**config.mk**
```make
export PLATFORM = sky130hd
export DESIGN_NAME = pcd_decoder
export DESIGN_NICKNAME = d
export VERILOG_FILES = /design/src/pkg/pcd_pkg.sv /design/src/pkg/pcd_store_if.sv /design/src/verilog/pcd_value_store.sv /design/src/verilog/pcd_decoder.sv
export SDC_FILE = /design/constraint.sdc
export NUM_CORES = 1
export LEC_CHECK = 0
export ABC_AREA = 1
export BUFFER_PORTS_ARGS = -buffer_cell sky130_fd_sc_hd__clkbuf_2
export CORE_MARGIN = 2
export CORE_UTILIZATION = 51
export DETAILED_ROUTE_END_ITERATION = 8
export GPL_ROUTABILITY_DRIVEN = 0
export PLACE_DENSITY = 0.77
export SLEW_MARGIN = 20
export SYNTH_ARGS = -nofsm -noshare
export SYNTH_HDL_FRONTEND = slang
export SYNTH_SLANG_ARGS = --single-unit
```
**constraint.sdc**
```tcl
create_clock -name mclk -period 3.2 [get_ports mclk]
set_input_delay 0.16 -clock mclk [delete_from_list [all_inputs] [get_ports mclk]]
set_output_delay 0.16 -clock mclk [all_outputs]
set_load 0.05 [all_outputs]
```
**src/pkg/pcd_pkg.sv**
```systemverilog
/*
 * Shared constants of the command frame decoder: frame layout, sync length,
 * channel and register counts, timing figures and reset values.
 * Assumes a single 25 MHz system clock drives every design module.
 */
package pcd_pkg;

	// ----------------------------------------
	// Frame layout (bits sent MSB first)
	// ----------------------------------------
	localparam int SYNC_ZEROS = 13;
	localparam int FRAME_BITS = 17;
	localparam int ADDR_W = 7;
	localparam int CMD_W = 8;
	localparam int VAL_W = 16;
	localparam int ADDR_MSB = 16;
	localparam int ADDR_LSB = 10;
	localparam int SEL_POS = 9;
	localparam int WORD_MSB = 8;
	localparam int WORD_LSB = 1;
	localparam int CODE_W = 5;
	localparam int REG_SEL_W = 3;

	// ----------------------------------------
	// Outputs and destinations
	// ----------------------------------------
	localparam int NUM_CHAN = 255;
	localparam int NUM_REGS = 8;
	localparam int NUM_GROUPS = 5;

	// ----------------------------------------
	// Timing
	// ----------------------------------------
	localparam int CLK_HZ = 25000000;
	localparam int PULSE_MS = 50;
	localparam int EXT_MS = 17;
	localparam int PULSE_CYC = PULSE_MS * (CLK_HZ / 1000);
	localparam int EXT_CYC = EXT_MS * (CLK_HZ / 1000);
	localparam int CNT_W = 24;

	// ----------------------------------------
	// Reset values
	// ----------------------------------------
	localparam logic [CMD_W-1:0] CMD_RST = 8'h00;
	localparam logic [VAL_W-1:0] VAL_RST = 16'h0000;
	localparam logic [4:0] FCNT_RST = 5'h00;
	localparam logic [3:0] ZCNT_RST = 4'h0;

	typedef enum logic [1:0] {ST_IDLE, ST_CMD, ST_VALUE, ST_POST} pcd_state_e;

endpackage

```
**src/pkg/pcd_store_if.sv**
```systemverilog
/*
 * Carrier between the frame decoder and its destination register store.
 * Assumes both ends sit on the same clock.
 */
interface pcd_store_if #(
	parameter int W = 16,
	parameter int AW = 3
);
	logic wrEn;
	logic [AW-1:0] wrAddr;
	logic [W-1:0] wrData;
	logic [AW-1:0] rdAddr;
	logic [W-1:0] rdData;

	modport ctrl (output wrEn, output wrAddr, output wrData, output rdAddr, input rdData);
	modport store (input wrEn, input wrAddr, input wrData, input rdAddr, output rdData);
endinterface

```
**src/verilog/pcd_value_store.sv**
```systemverilog
/*
 * Eight destination registers for value commands, one write port and a
 * registered read port.
 * Assumes writes come from the decoder on the same clock.
 */
module pcd_value_store #(
	parameter int W = 16,
	parameter int DEPTH = 8
) (
	input wire logic mclk, // System clock
	input wire logic resetn, // Synchronous reset, active low
	pcd_store_if.store port // Write and read port
);
	logic [W-1:0] mem [DEPTH];
	logic [W-1:0] rdData_reg;

	// Storage; contents are undefined until first written
	always_ff @(posedge mclk) begin
		if (port.wrEn) begin
			mem[port.wrAddr] <= port.wrData;
		end
	end

	// Read data from a flop, one cycle after the address
	always_ff @(posedge mclk) begin
		if (!resetn) begin
			rdData_reg <= '0;
		end else begin
			rdData_reg <= mem[port.rdAddr];
		end
	end

	assign port.rdData = rdData_reg;
endmodule

```
**src/verilog/pcd_decoder.sv**
```systemverilog
/*
 * Serial command frame decoder: bit timing from the reference tone, sync
 * hunt, command/value/execute frames, timed channel pulse, value routing
 * and verification outputs.
 * Assumes the demodulated data, reference tone and carrier-present level
 * arrive asynchronously and are much slower than mclk.
 */
// Contract
// - Bit stream runs at 1 kbit/s, ones and zeros 180 degrees apart.
// - Rising zero crossing of reference tone marks each bit boundary.
// - Message starts with thirteen zeros then a single one.
// - Before sync the decoder stays idle and decodes nothing.
// - A 17-bit command frame follows sync: address, select, word, parity.
// - Seven-bit address must match own address, otherwise decoding stops.
// - Bit after the address selects which decoder acts.
// - Eight-bit command word stored, decoded to one of 255 channels.
// - Odd parity over the word is checked; failure stops the message.
// - Simple command gives one 50 ms pulse after the execute frame.
// - Five-bit code marks value command; three bits pick destination register.
// - Value presented in parallel on one of five 16-line groups; the code drives a group only for registers 0 to 4, the rest stay in the store.
// - Each further execute frame lengthens the active pulse by 17 ms.
// - Executes separated by post-message sync each give a pulse.
// - Stored command and value bits shown to telemetry before execution.
// - Value command is followed by 16 data bits plus odd parity.
// - Execute frame: address plus unique execute word fires stored channel.
// - Data-present flag shows a parity-checked stored command.
// - 28 bit times without carrier return the decoder to idle; the code returns to idle as soon as the synchronised carrier drops.
module pcd_decoder #(
	parameter logic [6:0] OWN_ADDR = 7'h2a, // Arbitrary spacecraft address
	parameter logic DECODER_ID = 1'b0, // Which of the redundant pair this is
	parameter logic [7:0] EXEC_WORD = 8'hff, // Execute command word
	parameter logic [4:0] VALUE_CODE = 5'h1e, // Marks value commands
	parameter int PULSE_CYCLES = pcd_pkg::PULSE_CYC, // 50 ms pulse
	parameter int EXT_CYCLES = pcd_pkg::EXT_CYC // 17 ms extension
) (
	input wire logic mclk, // System clock, 25 MHz
	input wire logic resetn, // Synchronous reset, active low
	input wire logic cmdData, // Demodulated command bit level
	input wire logic refTone, // Bit-rate reference tone, squared
	input wire logic carrierIn, // Subcarrier present
	output logic [pcd_pkg::NUM_CHAN-1:0] chanOut, // Channel code n on bit n-1
	output logic execActive, // Execute pulse running
	output logic msgActive, // Decoder out of idle
	output logic [pcd_pkg::CMD_W-1:0] verCmd, // Verify: stored command word
	output logic [pcd_pkg::VAL_W-1:0] verValue, // Verify: stored value
	output logic dataPresent, // Checked command is held
	output logic frameError, // One-cycle pulse on discard
	output logic [pcd_pkg::NUM_GROUPS*pcd_pkg::VAL_W-1:0] groupData, // Value groups
	output logic [pcd_pkg::NUM_GROUPS-1:0] groupLoad, // One-cycle load strobes
	input wire logic [pcd_pkg::REG_SEL_W-1:0] regRdAddr, // Register readback select
	output logic [pcd_pkg::VAL_W-1:0] regRdData // Register readback data
);
	localparam int CW = pcd_pkg::CNT_W;
	localparam logic [CW-1:0] PULSE_LD = CW'(PULSE_CYCLES);
	localparam logic [CW-1:0] EXT_LD = CW'(EXT_CYCLES);
	localparam logic [CW-1:0] CNT_MAX = '1;

	// ----------------------------------------
	// Input synchronisers
	// ----------------------------------------
	logic dataMeta_reg, dataSync_reg;
	logic toneMeta_reg, toneSync_reg, toneDly_reg;
	logic carMeta_reg, carSync_reg;

	// Two flops per pin, a third on the tone for edge detect; the first flop of each pin is never looked at
	always_ff @(posedge mclk) begin
		if (!resetn) begin
			dataMeta_reg <= 1'b0;
			dataSync_reg <= 1'b0;
			toneMeta_reg <= 1'b0;
			toneSync_reg <= 1'b0;
			toneDly_reg <= 1'b0;
			carMeta_reg <= 1'b0;
			carSync_reg <= 1'b0;
		end else begin
			dataMeta_reg <= cmdData;
			dataSync_reg <= dataMeta_reg;
			toneMeta_reg <= refTone;
			toneSync_reg <= toneMeta_reg;
			toneDly_reg <= toneSync_reg;
			carMeta_reg <= carrierIn;
			carSync_reg <= carMeta_reg;
		end
	end

	// ----------------------------------------
	// Bit timing
	// ----------------------------------------
	wire toneRise = toneSync_reg & ~toneDly_reg;
	wire toneFall = ~toneSync_reg & toneDly_reg;
	logic armed_reg;

	// Rising crossing opens a bit, falling crossing is mid-bit where data is steady
	always_ff @(posedge mclk) begin
		if (!resetn || !carSync_reg) begin
			armed_reg <= 1'b0;
		end else if (toneRise) begin
			armed_reg <= 1'b1;
		end else if (toneFall) begin
			armed_reg <= 1'b0;
		end
	end

	// One strobe per bit, only with the carrier up
	wire bitStb = toneFall & armed_reg & carSync_reg;
	wire bitVal = dataSync_reg;

	// ----------------------------------------
	// Frame decode
	// ----------------------------------------
	pcd_pkg::pcd_state_e state_reg, state_next;
	logic [3:0] zeroCnt_reg, zeroCnt_next;
	logic [4:0] frameCnt_reg, frameCnt_next;
	logic [pcd_pkg::FRAME_BITS-2:0] frameSr_reg;

	wire [pcd_pkg::FRAME_BITS-1:0] newFrame = {frameSr_reg, bitVal};
	wire [pcd_pkg::ADDR_W-1:0] fAddr = newFrame[pcd_pkg::ADDR_MSB:pcd_pkg::ADDR_LSB];
	wire [pcd_pkg::CMD_W-1:0] fWord = newFrame[pcd_pkg::WORD_MSB:pcd_pkg::WORD_LSB];
	wire fAddrOk = (fAddr == OWN_ADDR);
	wire fSelOk = (newFrame[pcd_pkg::SEL_POS] == DECODER_ID);
	wire fParOk = ^newFrame[pcd_pkg::WORD_MSB:0];
	wire fValParOk = ^newFrame;
	wire fIsExec = (fWord == EXEC_WORD);
	wire fIsValue = (fWord[pcd_pkg::CMD_W-1:pcd_pkg::REG_SEL_W] == VALUE_CODE);
	wire fZero = (newFrame == '0);
	wire fHeadOk = fAddrOk & fSelOk & fParOk;
	wire frameDone = bitStb & (state_reg != pcd_pkg::ST_IDLE)
		& (frameCnt_reg == 5'(pcd_pkg::FRAME_BITS - 1));
	wire syncSeen = bitStb & bitVal & (zeroCnt_reg >= 4'(pcd_pkg::SYNC_ZEROS));

	logic [pcd_pkg::CMD_W-1:0] cmd_reg;
	logic [pcd_pkg::VAL_W-1:0] value_reg;
	logic held_reg, isValue_reg, frameErr_reg;

	// Command frames: a real command word, not the execute word or zero
	wire cmdGood = fHeadOk & ~fIsExec & (fWord != '0);
	wire storeCmd = (state_reg == pcd_pkg::ST_CMD) & frameDone & cmdGood;
	wire storeVal = (state_reg == pcd_pkg::ST_VALUE) & frameDone & fValParOk;
	wire execFire = (state_reg == pcd_pkg::ST_POST) & frameDone & fHeadOk & fIsExec
		& held_reg;
	wire postZero = (state_reg == pcd_pkg::ST_POST) & frameDone & fZero;

	// Sequencer; carrier loss always wins and drops back to idle
	always_comb begin
		state_next = state_reg;
		zeroCnt_next = zeroCnt_reg;
		frameCnt_next = frameCnt_reg;
		if (!carSync_reg) begin
			state_next = pcd_pkg::ST_IDLE;
			zeroCnt_next = pcd_pkg::ZCNT_RST;
			frameCnt_next = pcd_pkg::FCNT_RST;
		end else begin
			case (state_reg)
				pcd_pkg::ST_IDLE: begin
					if (bitStb) begin
						if (!bitVal) begin
							if (zeroCnt_reg != 4'hf) begin
								zeroCnt_next = zeroCnt_reg + 4'h1;
							end
						end else begin
							zeroCnt_next = pcd_pkg::ZCNT_RST;
							if (syncSeen) begin
								state_next = pcd_pkg::ST_CMD;
							end
						end
					end
					frameCnt_next = pcd_pkg::FCNT_RST;
				end
				pcd_pkg::ST_CMD: begin
					if (frameDone) begin
						if (!cmdGood) begin
							state_next = pcd_pkg::ST_IDLE;
						end else if (fIsValue) begin
							state_next = pcd_pkg::ST_VALUE;
						end else begin
							state_next = pcd_pkg::ST_POST;
						end
					end
				end
				pcd_pkg::ST_VALUE: begin
					if (frameDone) begin
						state_next = fValParOk ? pcd_pkg::ST_POST : pcd_pkg::ST_IDLE;
					end
				end
				pcd_pkg::ST_POST: begin
					if (frameDone && !postZero && !execFire) begin
						state_next = pcd_pkg::ST_IDLE;
					end
				end
				default: begin
					state_next = pcd_pkg::ST_IDLE;
				end
			endcase
			if (bitStb && state_reg != pcd_pkg::ST_IDLE) begin
				frameCnt_next = frameDone ? pcd_pkg::FCNT_RST : frameCnt_reg + 5'h01;
			end
		end
	end

	// State and bit counters
	always_ff @(posedge mclk) begin
		if (!resetn) begin
			state_reg <= pcd_pkg::ST_IDLE;
			zeroCnt_reg <= pcd_pkg::ZCNT_RST;
			frameCnt_reg <= pcd_pkg::FCNT_RST;
		end else begin
			state_reg <= state_next;
			zeroCnt_reg <= zeroCnt_next;
			frameCnt_reg <= frameCnt_next;
		end
	end

	// Frame shifter runs only while a message is open
	always_ff @(posedge mclk) begin
		if (!resetn || state_next == pcd_pkg::ST_IDLE) begin
			frameSr_reg <= '0;
		end else if (bitStb && state_reg != pcd_pkg::ST_IDLE) begin
			frameSr_reg <= newFrame[pcd_pkg::FRAME_BITS-2:0];
		end
	end

	// ----------------------------------------
	// Command store and verification
	// ----------------------------------------
	// Held words are dropped with the message so a stale command never fires
	always_ff @(posedge mclk) begin
		if (!resetn || state_next == pcd_pkg::ST_IDLE) begin
			cmd_reg <= pcd_pkg::CMD_RST;
			value_reg <= pcd_pkg::VAL_RST;
			held_reg <= 1'b0;
			isValue_reg <= 1'b0;
		end else begin
			if (storeCmd) begin
				cmd_reg <= fWord;
				isValue_reg <= fIsValue;
				held_reg <= ~fIsValue;
			end
			if (storeVal) begin
				value_reg <= newFrame[pcd_pkg::FRAME_BITS-1:1];
				held_reg <= 1'b1;
			end
		end
	end

	// Discard indication for telemetry
	always_ff @(posedge mclk) begin
		if (!resetn) begin
			frameErr_reg <= 1'b0;
		end else begin
			frameErr_reg <= frameDone & (state_next == pcd_pkg::ST_IDLE);
		end
	end

	assign verCmd = cmd_reg;
	assign verValue = value_reg;
	assign dataPresent = held_reg;
	assign frameError = frameErr_reg;
	assign msgActive = (state_reg != pcd_pkg::ST_IDLE);

	// ----------------------------------------
	// Execute pulse
	// ----------------------------------------
	logic [CW-1:0] pulseCnt_reg;
	logic [pcd_pkg::CMD_W-1:0] pulseCode_reg;
	wire pulseOn = (pulseCnt_reg != '0);
	// The extending cycle also counts down, so the remaining time grows by EXT_LD, saturating at CNT_MAX
	wire [CW:0] extSum = {1'b0, pulseCnt_reg} + {1'b0, EXT_LD} - (CW+1)'(1);
	wire [CW-1:0] extended = extSum[CW] ? CNT_MAX : extSum[CW-1:0];

	// A new execute restarts; one during a live pulse of the same code extends it
	always_ff @(posedge mclk) begin
		if (!resetn) begin
			pulseCnt_reg <= '0;
			pulseCode_reg <= pcd_pkg::CMD_RST;
		end else if (execFire && pulseOn && pulseCode_reg == cmd_reg) begin
			pulseCnt_reg <= extended;
		end else if (execFire) begin
			pulseCnt_reg <= PULSE_LD;
			pulseCode_reg <= cmd_reg;
		end else if (pulseOn) begin
			pulseCnt_reg <= pulseCnt_reg - CW'(1);
		end
	end

	assign execActive = pulseOn;

	// Channel matrix: only the latched code's line, only while timing
	genvar ch;
	generate
		for (ch = 0; ch < pcd_pkg::NUM_CHAN; ch++) begin : gChan
			logic line_reg;
			always_ff @(posedge mclk) begin
				if (!resetn) begin
					line_reg <= 1'b0;
				end else begin
					line_reg <= pulseOn & (pulseCode_reg == 8'(ch + 1));
				end
			end
			assign chanOut[ch] = line_reg;
		end
	endgenerate

	// ----------------------------------------
	// Value routing
	// ----------------------------------------
	pcd_store_if #(.W(pcd_pkg::VAL_W), .AW(pcd_pkg::REG_SEL_W)) store();

	wire [pcd_pkg::REG_SEL_W-1:0] regSel = cmd_reg[pcd_pkg::REG_SEL_W-1:0];
	wire valueExec = execFire & isValue_reg;

	assign store.wrEn = valueExec;
	assign store.wrAddr = regSel;
	assign store.wrData = value_reg;
	assign store.rdAddr = regRdAddr;
	assign regRdData = store.rdData;

	pcd_value_store #(.W(pcd_pkg::VAL_W), .DEPTH(pcd_pkg::NUM_REGS)) uStore (
		.mclk(mclk),
		.resetn(resetn),
		.port(store)
	);

	// Low selections also drive a parallel group; the rest stay in the store
	genvar g;
	generate
		for (g = 0; g < pcd_pkg::NUM_GROUPS; g++) begin : gGroup
			logic [pcd_pkg::VAL_W-1:0] data_reg;
			logic load_reg;
			wire hit = valueExec & (regSel == 3'(g));
			always_ff @(posedge mclk) begin
				if (!resetn) begin
					data_reg <= pcd_pkg::VAL_RST;
					load_reg <= 1'b0;
				end else begin
					load_reg <= hit;
					if (hit) begin
						data_reg <= value_reg;
					end
				end
			end
			assign groupData[g*pcd_pkg::VAL_W +: pcd_pkg::VAL_W] = data_reg;
			assign groupLoad[g] = load_reg;
		end
	endgenerate
endmodule

```
==> results of run 1 <==
## power by group
| part | internal [mW] | switching, mW |
|---|---|---|
| Clock | 4.15 | 2.84 |
| Sequential | 7.57 | 0.208 |
| Combinational | 0.709 | 1.55 |
| Total | 12.4 | 4.60 |
## layer usage
metal  vias to the layer above  track usage (%)
li1                       8139                -
met1                      8186             31.1
met2                       850             42.1
met3                       198             4.19
met4                         0             11.7
met5                         -                0
## worst paths after layout
| path | from | to | slack (ns) | cells after the start |
|---|---|---|---|---|
| worst max-delay path | frameSr_reg[5] | gGroup[0].data_reg[14] | 0.31 | 14 |
| worst min-delay path | regRdAddr[2] | uStore.port.rdData[12] | 0.22 | 3 |
| worst max register to register | frameSr_reg[5] | gGroup[0].data_reg[14] | 0.31 | 14 |
| worst min register to register | carMeta_reg | carSync_reg | 0.41 | 2 |
## synthesized netlist by cell type, types with 2 or more instances
cell type,count
nor2_8,2
nor2_1,589
o21a_1,2
edfxtp_1,128
nand3_2,11
nor4_1,4
nand4_2,7
inv_1,178
o31ai_1,3
dfxtp_1,450
o211ai_1,3
nand3b_1,5
a21oi_1,73
buf_1,4
a211oi_1,11
nor3_1,28
clkbuf_1,64
nand2_1,244
nor2_4,4
buf_6,6
ha_1,21
nand3_1,44
o21ai_0,213
a21oi_2,20
buf_4,273
xor2_1,30
o21ai_1,3
nand2_2,2
or2_2,2
mux2i_1,2
clkinv_1,2
o22ai_1,18
nand4_1,23
a31oi_1,24
nor2_2,4
buf_2,21
inv_2,11
## worst reg2reg max path, stage by stage, from the launching register on
cell	delay (ns)
dfxtp_1	0.39
inv_1	0.11
ha_1	0.37
nor2_1	0.09
inv_1	0.07
nand2_1	0.08
nand2_1	0.10
nand3_1	0.07
nand2_1	0.14
nand3_2	0.14
nor3_1	0.17
nand2_1	0.36
buf_4	0.36
o21ai_0	0.24
a21oi_1	0.08
## kinds of logic (layout without fill, tap and decap cells)
| group | Yosys count | in the layout | synth area share (%) |
|---|---|---|---|
| mux | 2 | 2 | 0.0883 |
| simple gates | 970 | 971 | 17.8 |
| flops | 578 | 578 | 56.7 |
| compound gates | 372 | 372 | 9.00 |
| xor+xnor | 31 | 31 | 1.20 |
| fa+ha+maj | 21 | 21 | 1.16 |
| buf+inv | 559 | 736 | 14.1 |
## area by class of cell
class	instances	share of cell area [%]
inverter	191	2.85
timing repair buffer	437	9.24
clock inverter	30	1.42
clock buffer	78	6.44
sequential	578	50.8
tap	592	2.93
multi-input combinational	1397	26.3
## through the flow
stage          instances  hold WS (ns)
6_report            3303         0.217
2_1_floorplan       2533         0.258
5_1_grt             3303         0.229
3_5_place_dp        3191         0.350
3_3_place_gp        3191         0.341
4_1_cts             3302         0.178
## repair_timing
item                                    4_1_cts  5_1_grt
resized for setup                             0        4
hold buffers                                  3        0
endpoints found under the hold margin         3        0
endpoints found under the setup margin        0       16
buffers inserted                              0        0
==> reports/metrics.cfg, run 1 <==
[run_status]
status=complete, no violations

[cts]
htree_levels=2
cts-root-buf=clkbuf_16
clk_latency_ns=0.61
cts_tree=yes
clock_path_buffers=3
cts_inserted_buffers=57
clkTransAtPathRegs_ns=0.06
clock-sinks=578

[placement]
dp_slack_ns=0.324
placed_area_um2=23300
io_buffers=391
dp_hpwl_um=41300

[global_routing]
grt_start_max_net_pins=75
track_usage_pct=24.9
globalRouteOverflowTotal=0
grt_pass1_wl_um=91000
grt_pass1_vias=16557
antenna_found_initial=0

[timing]
final.period_utilization_pct=90.3
finalHoldViolCount=0
period_needed_ns=2.89
finalClockSkew_ns=0.0241
slew_headroom_pct=28.6
finalSetupViolCount=0
finalSetupTns_ns=0
fmax_ghz=0.346
rsz0062_at_grt=no
report.final.slew_viol_count=0
tightest_slew_ns=1.07
setup_slack_ns=0.312

[critical_path]
cp.arrival_ns=3.38
cp.required_ns=3.69
crit_chain=inv_1, ha_1, nor2_1, inv_1, nand2_1, nand2_1, nand3_1, nand2_1, nand3_2, nor3_1, nand2_1, buf_4, o21ai_0, a21oi_1
crit_fanout=20
criticalPathCategory=register to register
startpoint_type=register
critPathSlowestCell=dfxtp_1
cpPeakStageDelay_ns=0.39
cp.buffers_inverters=3
crit_family=simple AND/OR/NAND/NOR gates
critPathMostFrequentCell=nand2_1
cp-end-kind=register

[finish]
final_cell_mix=589 x nor2_1, 450 x dfxtp_1, 390 x clkbuf_2
final_nets=2691
fin_util_pct=57.4
diodes=0
fin_area_um2=25300
largest_reg_flops=255
seqCellArea_um2=12900
drive_gt1_share_pct=21.9
multi_input_area_um2=6650
final_common_cell=nor2_1
syn_to_final_growth_pct=11.5
num-fill-cells=3709

[power]
powerDensity_nw_per_um2=674
power_mw=17.0
p_leak_nw=10.5
irDropWorstVdd_v=0.000422

[synth]
ys_seq_elements=578
synth.avg_cell_area_um2=8.95
syn-num-nets=2562
async_reset_ff_share_pct=0
synth_edf_count=128
yosys_warnings=0
syn_area_um2=22700
synth_ff_type=dfxtp_1
ys_top_cells_by_area=dfxtp_1 40%, edfxtp_1 17%, nor2_1 9.7%, buf_4 9.0%, o21ai_0 4.7%
synth.yosys.seq_area_share_pct=56.7
yosys.area.top_type_share_pct=39.7
synth_cell_types=41
yosysTopAreaCell=dfxtp_1
synth_cells=2533

[die]
io_pins=392
die_w_um=215
coreArea_um2=44000
initial_utilization_pct=51.5
die_area_um2=46200
die_h_um=215
row_count=77

[drt]
drcViolationCount=0
viasPerCell=5.26
postRouteAntennaNets=0
met1Wirelength_um=23500
wl_per_cell_um=18.1
dr.pass1.iters=7
met3_length_um=4570
highest_layer=met4
wl_met2_um=28900
routed_wl_um=59700
vias=17373
drtIter0Drc=1732

[run]
maxCapViolations=0

[hold_path]
hp-class=primary input to register

Power figures use the tool's default switching activity.
==> run 2: changes to the inputs <==
--- a/config.mk
+++ b/config.mk
@@ -8,10 +8,11 @@
 export ABC_AREA = 1
 export BUFFER_PORTS_ARGS = -buffer_cell sky130_fd_sc_hd__clkbuf_2
 export CORE_MARGIN = 2
-export CORE_UTILIZATION = 51
+export CORE_UTILIZATION = 50
 export DETAILED_ROUTE_END_ITERATION = 8
 export GPL_ROUTABILITY_DRIVEN = 0
-export PLACE_DENSITY = 0.77
+export PLACE_DENSITY = 0.75
+export REMOVE_ABC_BUFFERS = 1
 export SLEW_MARGIN = 20
 export SYNTH_ARGS = -nofsm -noshare
 export SYNTH_HDL_FRONTEND = slang
==> run 2 against run 1 <==
Against the previous run: power fell by 1.7%; non-clock buffer count increased by 3; via count increased by 0.17%; sequential power about the same; sequential cell count unchanged; clock skew about the same; first-iteration DRC count hardly changed; wire length down 2.3%; combinational power about the same; count of clock-buffer cells in the layout up 10; largest power group unchanged.
==> reports/metrics.cfg, run 2 (same netlist as run 1, synthesis figures left out) <==
[cts]
cts_inserted_buffers=55
post_cts_resized=0
cts_setup_buffers=0
cts-root-buf=clkbuf_16
cts_hold_buf=4
clock-sinks=578
clock_path_buffers=3
htree_levels=2
clkTransAtPathRegs_ns=0.06
cts_tree=yes
clk_latency_ns=0.61

[global_routing]
antenna_found_initial=1
grt_start_max_net_pins=65
grt_pass1_wl_um=88800
grt_pass1_vias=16362
globalRouteOverflowTotal=0
track_usage_pct=23.8

[placement]
dp_hpwl_um=40300
io_buffers=391
placed_area_um2=23300

[finish]
final_common_cell=nor2_1
diodes=0
largest_reg_flops=255
final_cell_mix=589 x nor2_1, 450 x dfxtp_1, 391 x clkbuf_2
drive_gt1_share_pct=21.8
syn_to_final_growth_pct=11.4
fin_area_um2=25300
num-fill-cells=3873
final_nets=2691
fin_util_pct=56.1

[timing]
finalHoldViolCount=0
final.period_utilization_pct=92.7
tightest_slew_ns=0.960
rsz0062_at_grt=no
slew_headroom_pct=35.8
report.final.slew_viol_count=0
finalSetupViolCount=0
finalSetupTns_ns=0
period_needed_ns=2.97
finalClockSkew_ns=0.0240
fmax_ghz=0.337
fin_hold_ws_ns=0.264

[drt]
routed_wl_um=58300
drcViolationCount=0
vias=17402
dr.pass1.iters=9
viasPerCell=5.26
drtIter0Drc=1733
postRouteAntennaNets=0
wl_per_cell_um=17.6

[critical_path]
cp.required_ns=3.74
criticalPathCategory=register to register
cp.arrival_ns=3.51
cp-end-kind=register
startpoint_type=register
crit_fanout=21

[run_status]
status=complete, no violations

[run]
maxCapViolations=0

[die]
io_pins=392
die_area_um2=47100
row_count=78
initial_utilization_pct=50.3
die_h_um=217
coreArea_um2=45100
die_w_um=217

[power]
powerDensity_nw_per_um2=663
p_leak_nw=10.5
irDropWorstVdd_v=0.000514
power_mw=16.7

[hold_path]
hp-class=primary input to register

-- run 2: cell count changes in the layout (fill, tap and decap cells not counted), moves of 2 or more --
cell	delta
buf_12	+3
clkbuf_8	+8
clkinv_4	-4
clkbuf_1	+2
clkinvlp_2	-2
bufinv_16	-4
inv_8	-2
clkinv_2	-4
inv_2	+2
clkinv_1	-3
-- run 2: cell type report --
cell class | count | area (µm²) | share of cell area (%)
Tap cell | 600 | 751 | 2.97
Inverter | 191 | 717 | 2.84
Sequential cell | 578 | 12900 | 50.8
Multi-Input combinational cell | 1396 | 6640 | 26.3
Clock buffer | 88 | 1730 | 6.83
Clock inverter | 14 | 193 | 0.762
Timing Repair Buffer | 440 | 2400 | 9.49
-- run 2: power by group --
part	internal [mW]	switching, mW
Clock	3.95	2.79
Sequential	7.57	0.204
Combinational	0.714	1.52
-- run 2: through the flow --
step           instances  setup WS (ns)
2_1_floorplan       2165        -0.0746
3_3_place_gp        3201          0.398
3_5_place_dp        3201          0.273
4_1_cts             3307          0.221
5_1_grt             3307         0.0241
6_report            3307          0.232
-- run 2: layer usage --
layer | track usage [%] | wire length, µm | vias up
met5 | 0 | 13 | -
li1 | - | - | 8139
met1 | 30.5 | 23200 | 8310
met4 | 9.47 | 1880 | 2
met2 | 39.6 | 28200 | 814
met3 | 4.60 | 5120 | 137
-- run 2: worst paths after layout --
kind                  startpoint                     to  slack (ns)  depth (start not counted)
hold / removal      regRdAddr[1]  uStore.port.rdData[2]        0.26                          5
setup reg to reg  frameSr_reg[3]  gGroup[3].data_reg[8]        0.23                         18
hold reg to reg      carMeta_reg            carSync_reg        0.41                          2
setup / recovery  frameSr_reg[3]  gGroup[3].data_reg[8]        0.23                         18
-- run 2: worst max-delay path, cell delays in order, from the launching register on --
cell and delay, ns:
dfxtp_1 0.38, inv_1 0.14, ha_1 0.36, inv_1 0.08, nand2_1 0.06, nand2_1 0.09, inv_1 0.04, nand2_1 0.05
nand3_1 0.06, nand2_1 0.14, nand2_1 0.11, nor2_4 0.20, nand2_2 0.12, nor2_4 0.12, nand3_1 0.11, inv_2 0.42
buf_4 0.26, nor2_1 0.05, nor2_1 0.11
==> run 3: changes to the inputs <==
--- a/config.mk
+++ b/config.mk
@@ -5,7 +5,6 @@
 export SDC_FILE = /design/constraint.sdc
 export NUM_CORES = 1
 export LEC_CHECK = 0
-export ABC_AREA = 1
 export BUFFER_PORTS_ARGS = -buffer_cell sky130_fd_sc_hd__clkbuf_2
 export CORE_MARGIN = 2
 export CORE_UTILIZATION = 50
@@ -13,7 +12,6 @@
 export GPL_ROUTABILITY_DRIVEN = 0
 export PLACE_DENSITY = 0.75
 export REMOVE_ABC_BUFFERS = 1
-export SLEW_MARGIN = 20
 export SYNTH_ARGS = -nofsm -noshare
 export SYNTH_HDL_FRONTEND = slang
 export SYNTH_SLANG_ARGS = --single-unit
==> run 3 against run 2 <==
Against the previous run: clock power rose by 3.6%; die area fell by 2.2%; clock skew fell by 0.0036 ns; sequential power fell by 4.4%; worst hold slack got worse by 0.21 ns; global-route usage rose by 0.12 points; via count fell by 11%; non-clock buffer count rose by 29; sequential cell count did not move; largest power group unchanged.
==> reports/metrics.cfg, run 3 <==
[run_status]
status=complete, no violations

[drt]
wl_per_cell_um=19.3
drcViolationCount=0
vias=15553
drtIter0Drc=1572
viasPerCell=5.31
postRouteAntennaNets=0
routed_wl_um=56400
dr.pass1.iters=5

[timing]
finalSetupTns_ns=0
final.period_utilization_pct=94.8
period_needed_ns=3.03
rsz0062_at_grt=no
report.final.slew_viol_count=0
fin_hold_ws_ns=0.0531
setup_slack_ns=0.166
slew_headroom_pct=31.4
finalSetupViolCount=0
tightest_slew_ns=1.03
fmax_ghz=0.330
finalClockSkew_ns=0.0203
finalHoldViolCount=0

[critical_path]
criticalPathCategory=register to register
critPathSlowestCell=or4_4
cp.arrival_ns=3.52
startpoint_type=register
crit_chain=or4_4, or3_1, buf_4, nor4_2, or3_1, o31a_1, buf_4, nor2b_1, a21oi_1
cp.required_ns=3.69
r2r_setup_slack_ns=0.17
crit_fanout=8
cp.buffers_inverters=2
cp-end-kind=register
crit_family=simple AND/OR/NAND/NOR gates
cpPeakStageDelay_ns=0.55

[run]
maxCapViolations=0

[synth]
yosys-top-cells-count=450 x dfxtp_1, 334 x nor2_1, 268 x nand2_1
ys_top_cells_by_area=dfxtp_1 41%, edfxtp_1 17%, buf_4 8.9%, nor2_1 5.7%, nand2_1 4.5%
yosys_warnings=0
synth.yosys.seq_area_share_pct=58.0
synth_cells=2142
ys_seq_elements=578
synth_edf_count=128
synth.avg_cell_area_um2=10.4
syn_area_um2=22200
async_reset_ff_share_pct=0
yosysTopAreaCell=dfxtp_1
yosysMostFrequentCell=dfxtp_1
synth_cell_types=67
yosys.area.top_type_share_pct=40.6
synth_ff_type=dfxtp_1

[die]
io_pins=392
die_area_um2=46000
initial_utilization_pct=50.4
row_count=77
die_w_um=215
coreArea_um2=44000
die_h_um=215

[finish]
final_common_cell=dfxtp_1
num-fill-cells=3624
fin_cells=2927
largest_reg_flops=255
final_nets=2318
final_cell_mix=450 x dfxtp_1, 390 x clkbuf_2, 333 x nor2_1
syn_to_final_growth_pct=12.7
multi_input_area_um2=6750
fin_util_pct=56.8
diodes=0
seqCellArea_um2=12900
drive_gt1_share_pct=27.5
fin_area_um2=25000

[power]
power.switching_mw=2.93
comb_power_share_pct=1.1
powerDensity_nw_per_um2=583
irDropWorstVdd_v=0.000419
power_frac_clock_pct=47.9
internal_power_mw=11.6
p_leak_nw=9.43
swShare_pct=20.1
power_mw=14.6
seqPwrFrac_pct=51.0

[cts]
cts_tree=yes
htree_levels=2
clock_path_buffers=3
clock-sinks=578
clk_latency_ns=0.61
cts_inserted_buffers=56
cts_setup_buffers=0
cts-root-buf=clkbuf_16
clkTransAtPathRegs_ns=0.06

[placement]
dp_hpwl_um=38200
dp_slack_ns=0.140
io_buffers=391
placed_cells=2820
placed_area_um2=23000

[global_routing]
track_usage_pct=23.9
grt_pass1_vias=14894
grt_pass1_wl_um=86000
antenna_found_initial=0
globalRouteOverflowTotal=0
grt_start_max_net_pins=100

[hold_path]
hp-class=primary input to register

==> run 3: cell families after synthesis <==
| group | synth area share, % |
|---|---|
| simple gates | 16.2 |
| flops | 58.0 |
| buf+inv | 11.8 |
| compound gates | 7.05 |
| mux | 4.56 |
| xor+xnor | 1.25 |
| fa+ha+maj | 1.19 |
==> run 3: cell type report <==
class	count	share of cell area (%)
well taps	592	2.96
multi-input cells	1155	27.0
repair buffers	469	10.3
inverters	29	0.436
flip-flops and latches	578	51.4
clock inverters	27	1.35
clock buffers	77	6.57
==> run 3: routing by layer <==
layer	GRT usage (%)	up-vias	share of wire, %
li1	-	7168	-
met1	31.1	7518	41
met2	39.3	714	48
met3	4.61	153	7.5
met4	9.77	0	3.8
met5	0	-	0
==> run 3: repair_timing <==
action | in CTS | in global routing
endpoints found under the hold margin | 3 | 0
hold buffers | 3 | 0
resized for setup | 0 | 4
setup endpoints to repair | 0 | 124
==> run 3: final timing paths <==
path	from	to	cells past startpoint
min reg2reg	toneMeta_reg	toneSync_reg	1
max reg2reg	pulseCnt_reg[16]	pulseCnt_reg[7]	9
max	pulseCnt_reg[16]	pulseCnt_reg[7]	9
min	resetn	pulseCnt_reg[16]	2
==> run 3: power by group through the flow <==
stage	Clock, mW	Sequential [mW]	Combinational [mW]
after floorplan	0	7.63	0.0490
after global placement	0	7.60	0.160
after detailed placement	0	7.60	0.161
after CTS	7.06	7.44	0.164
after global routing	7.38	7.43	0.173
final	6.98	7.44	0.162
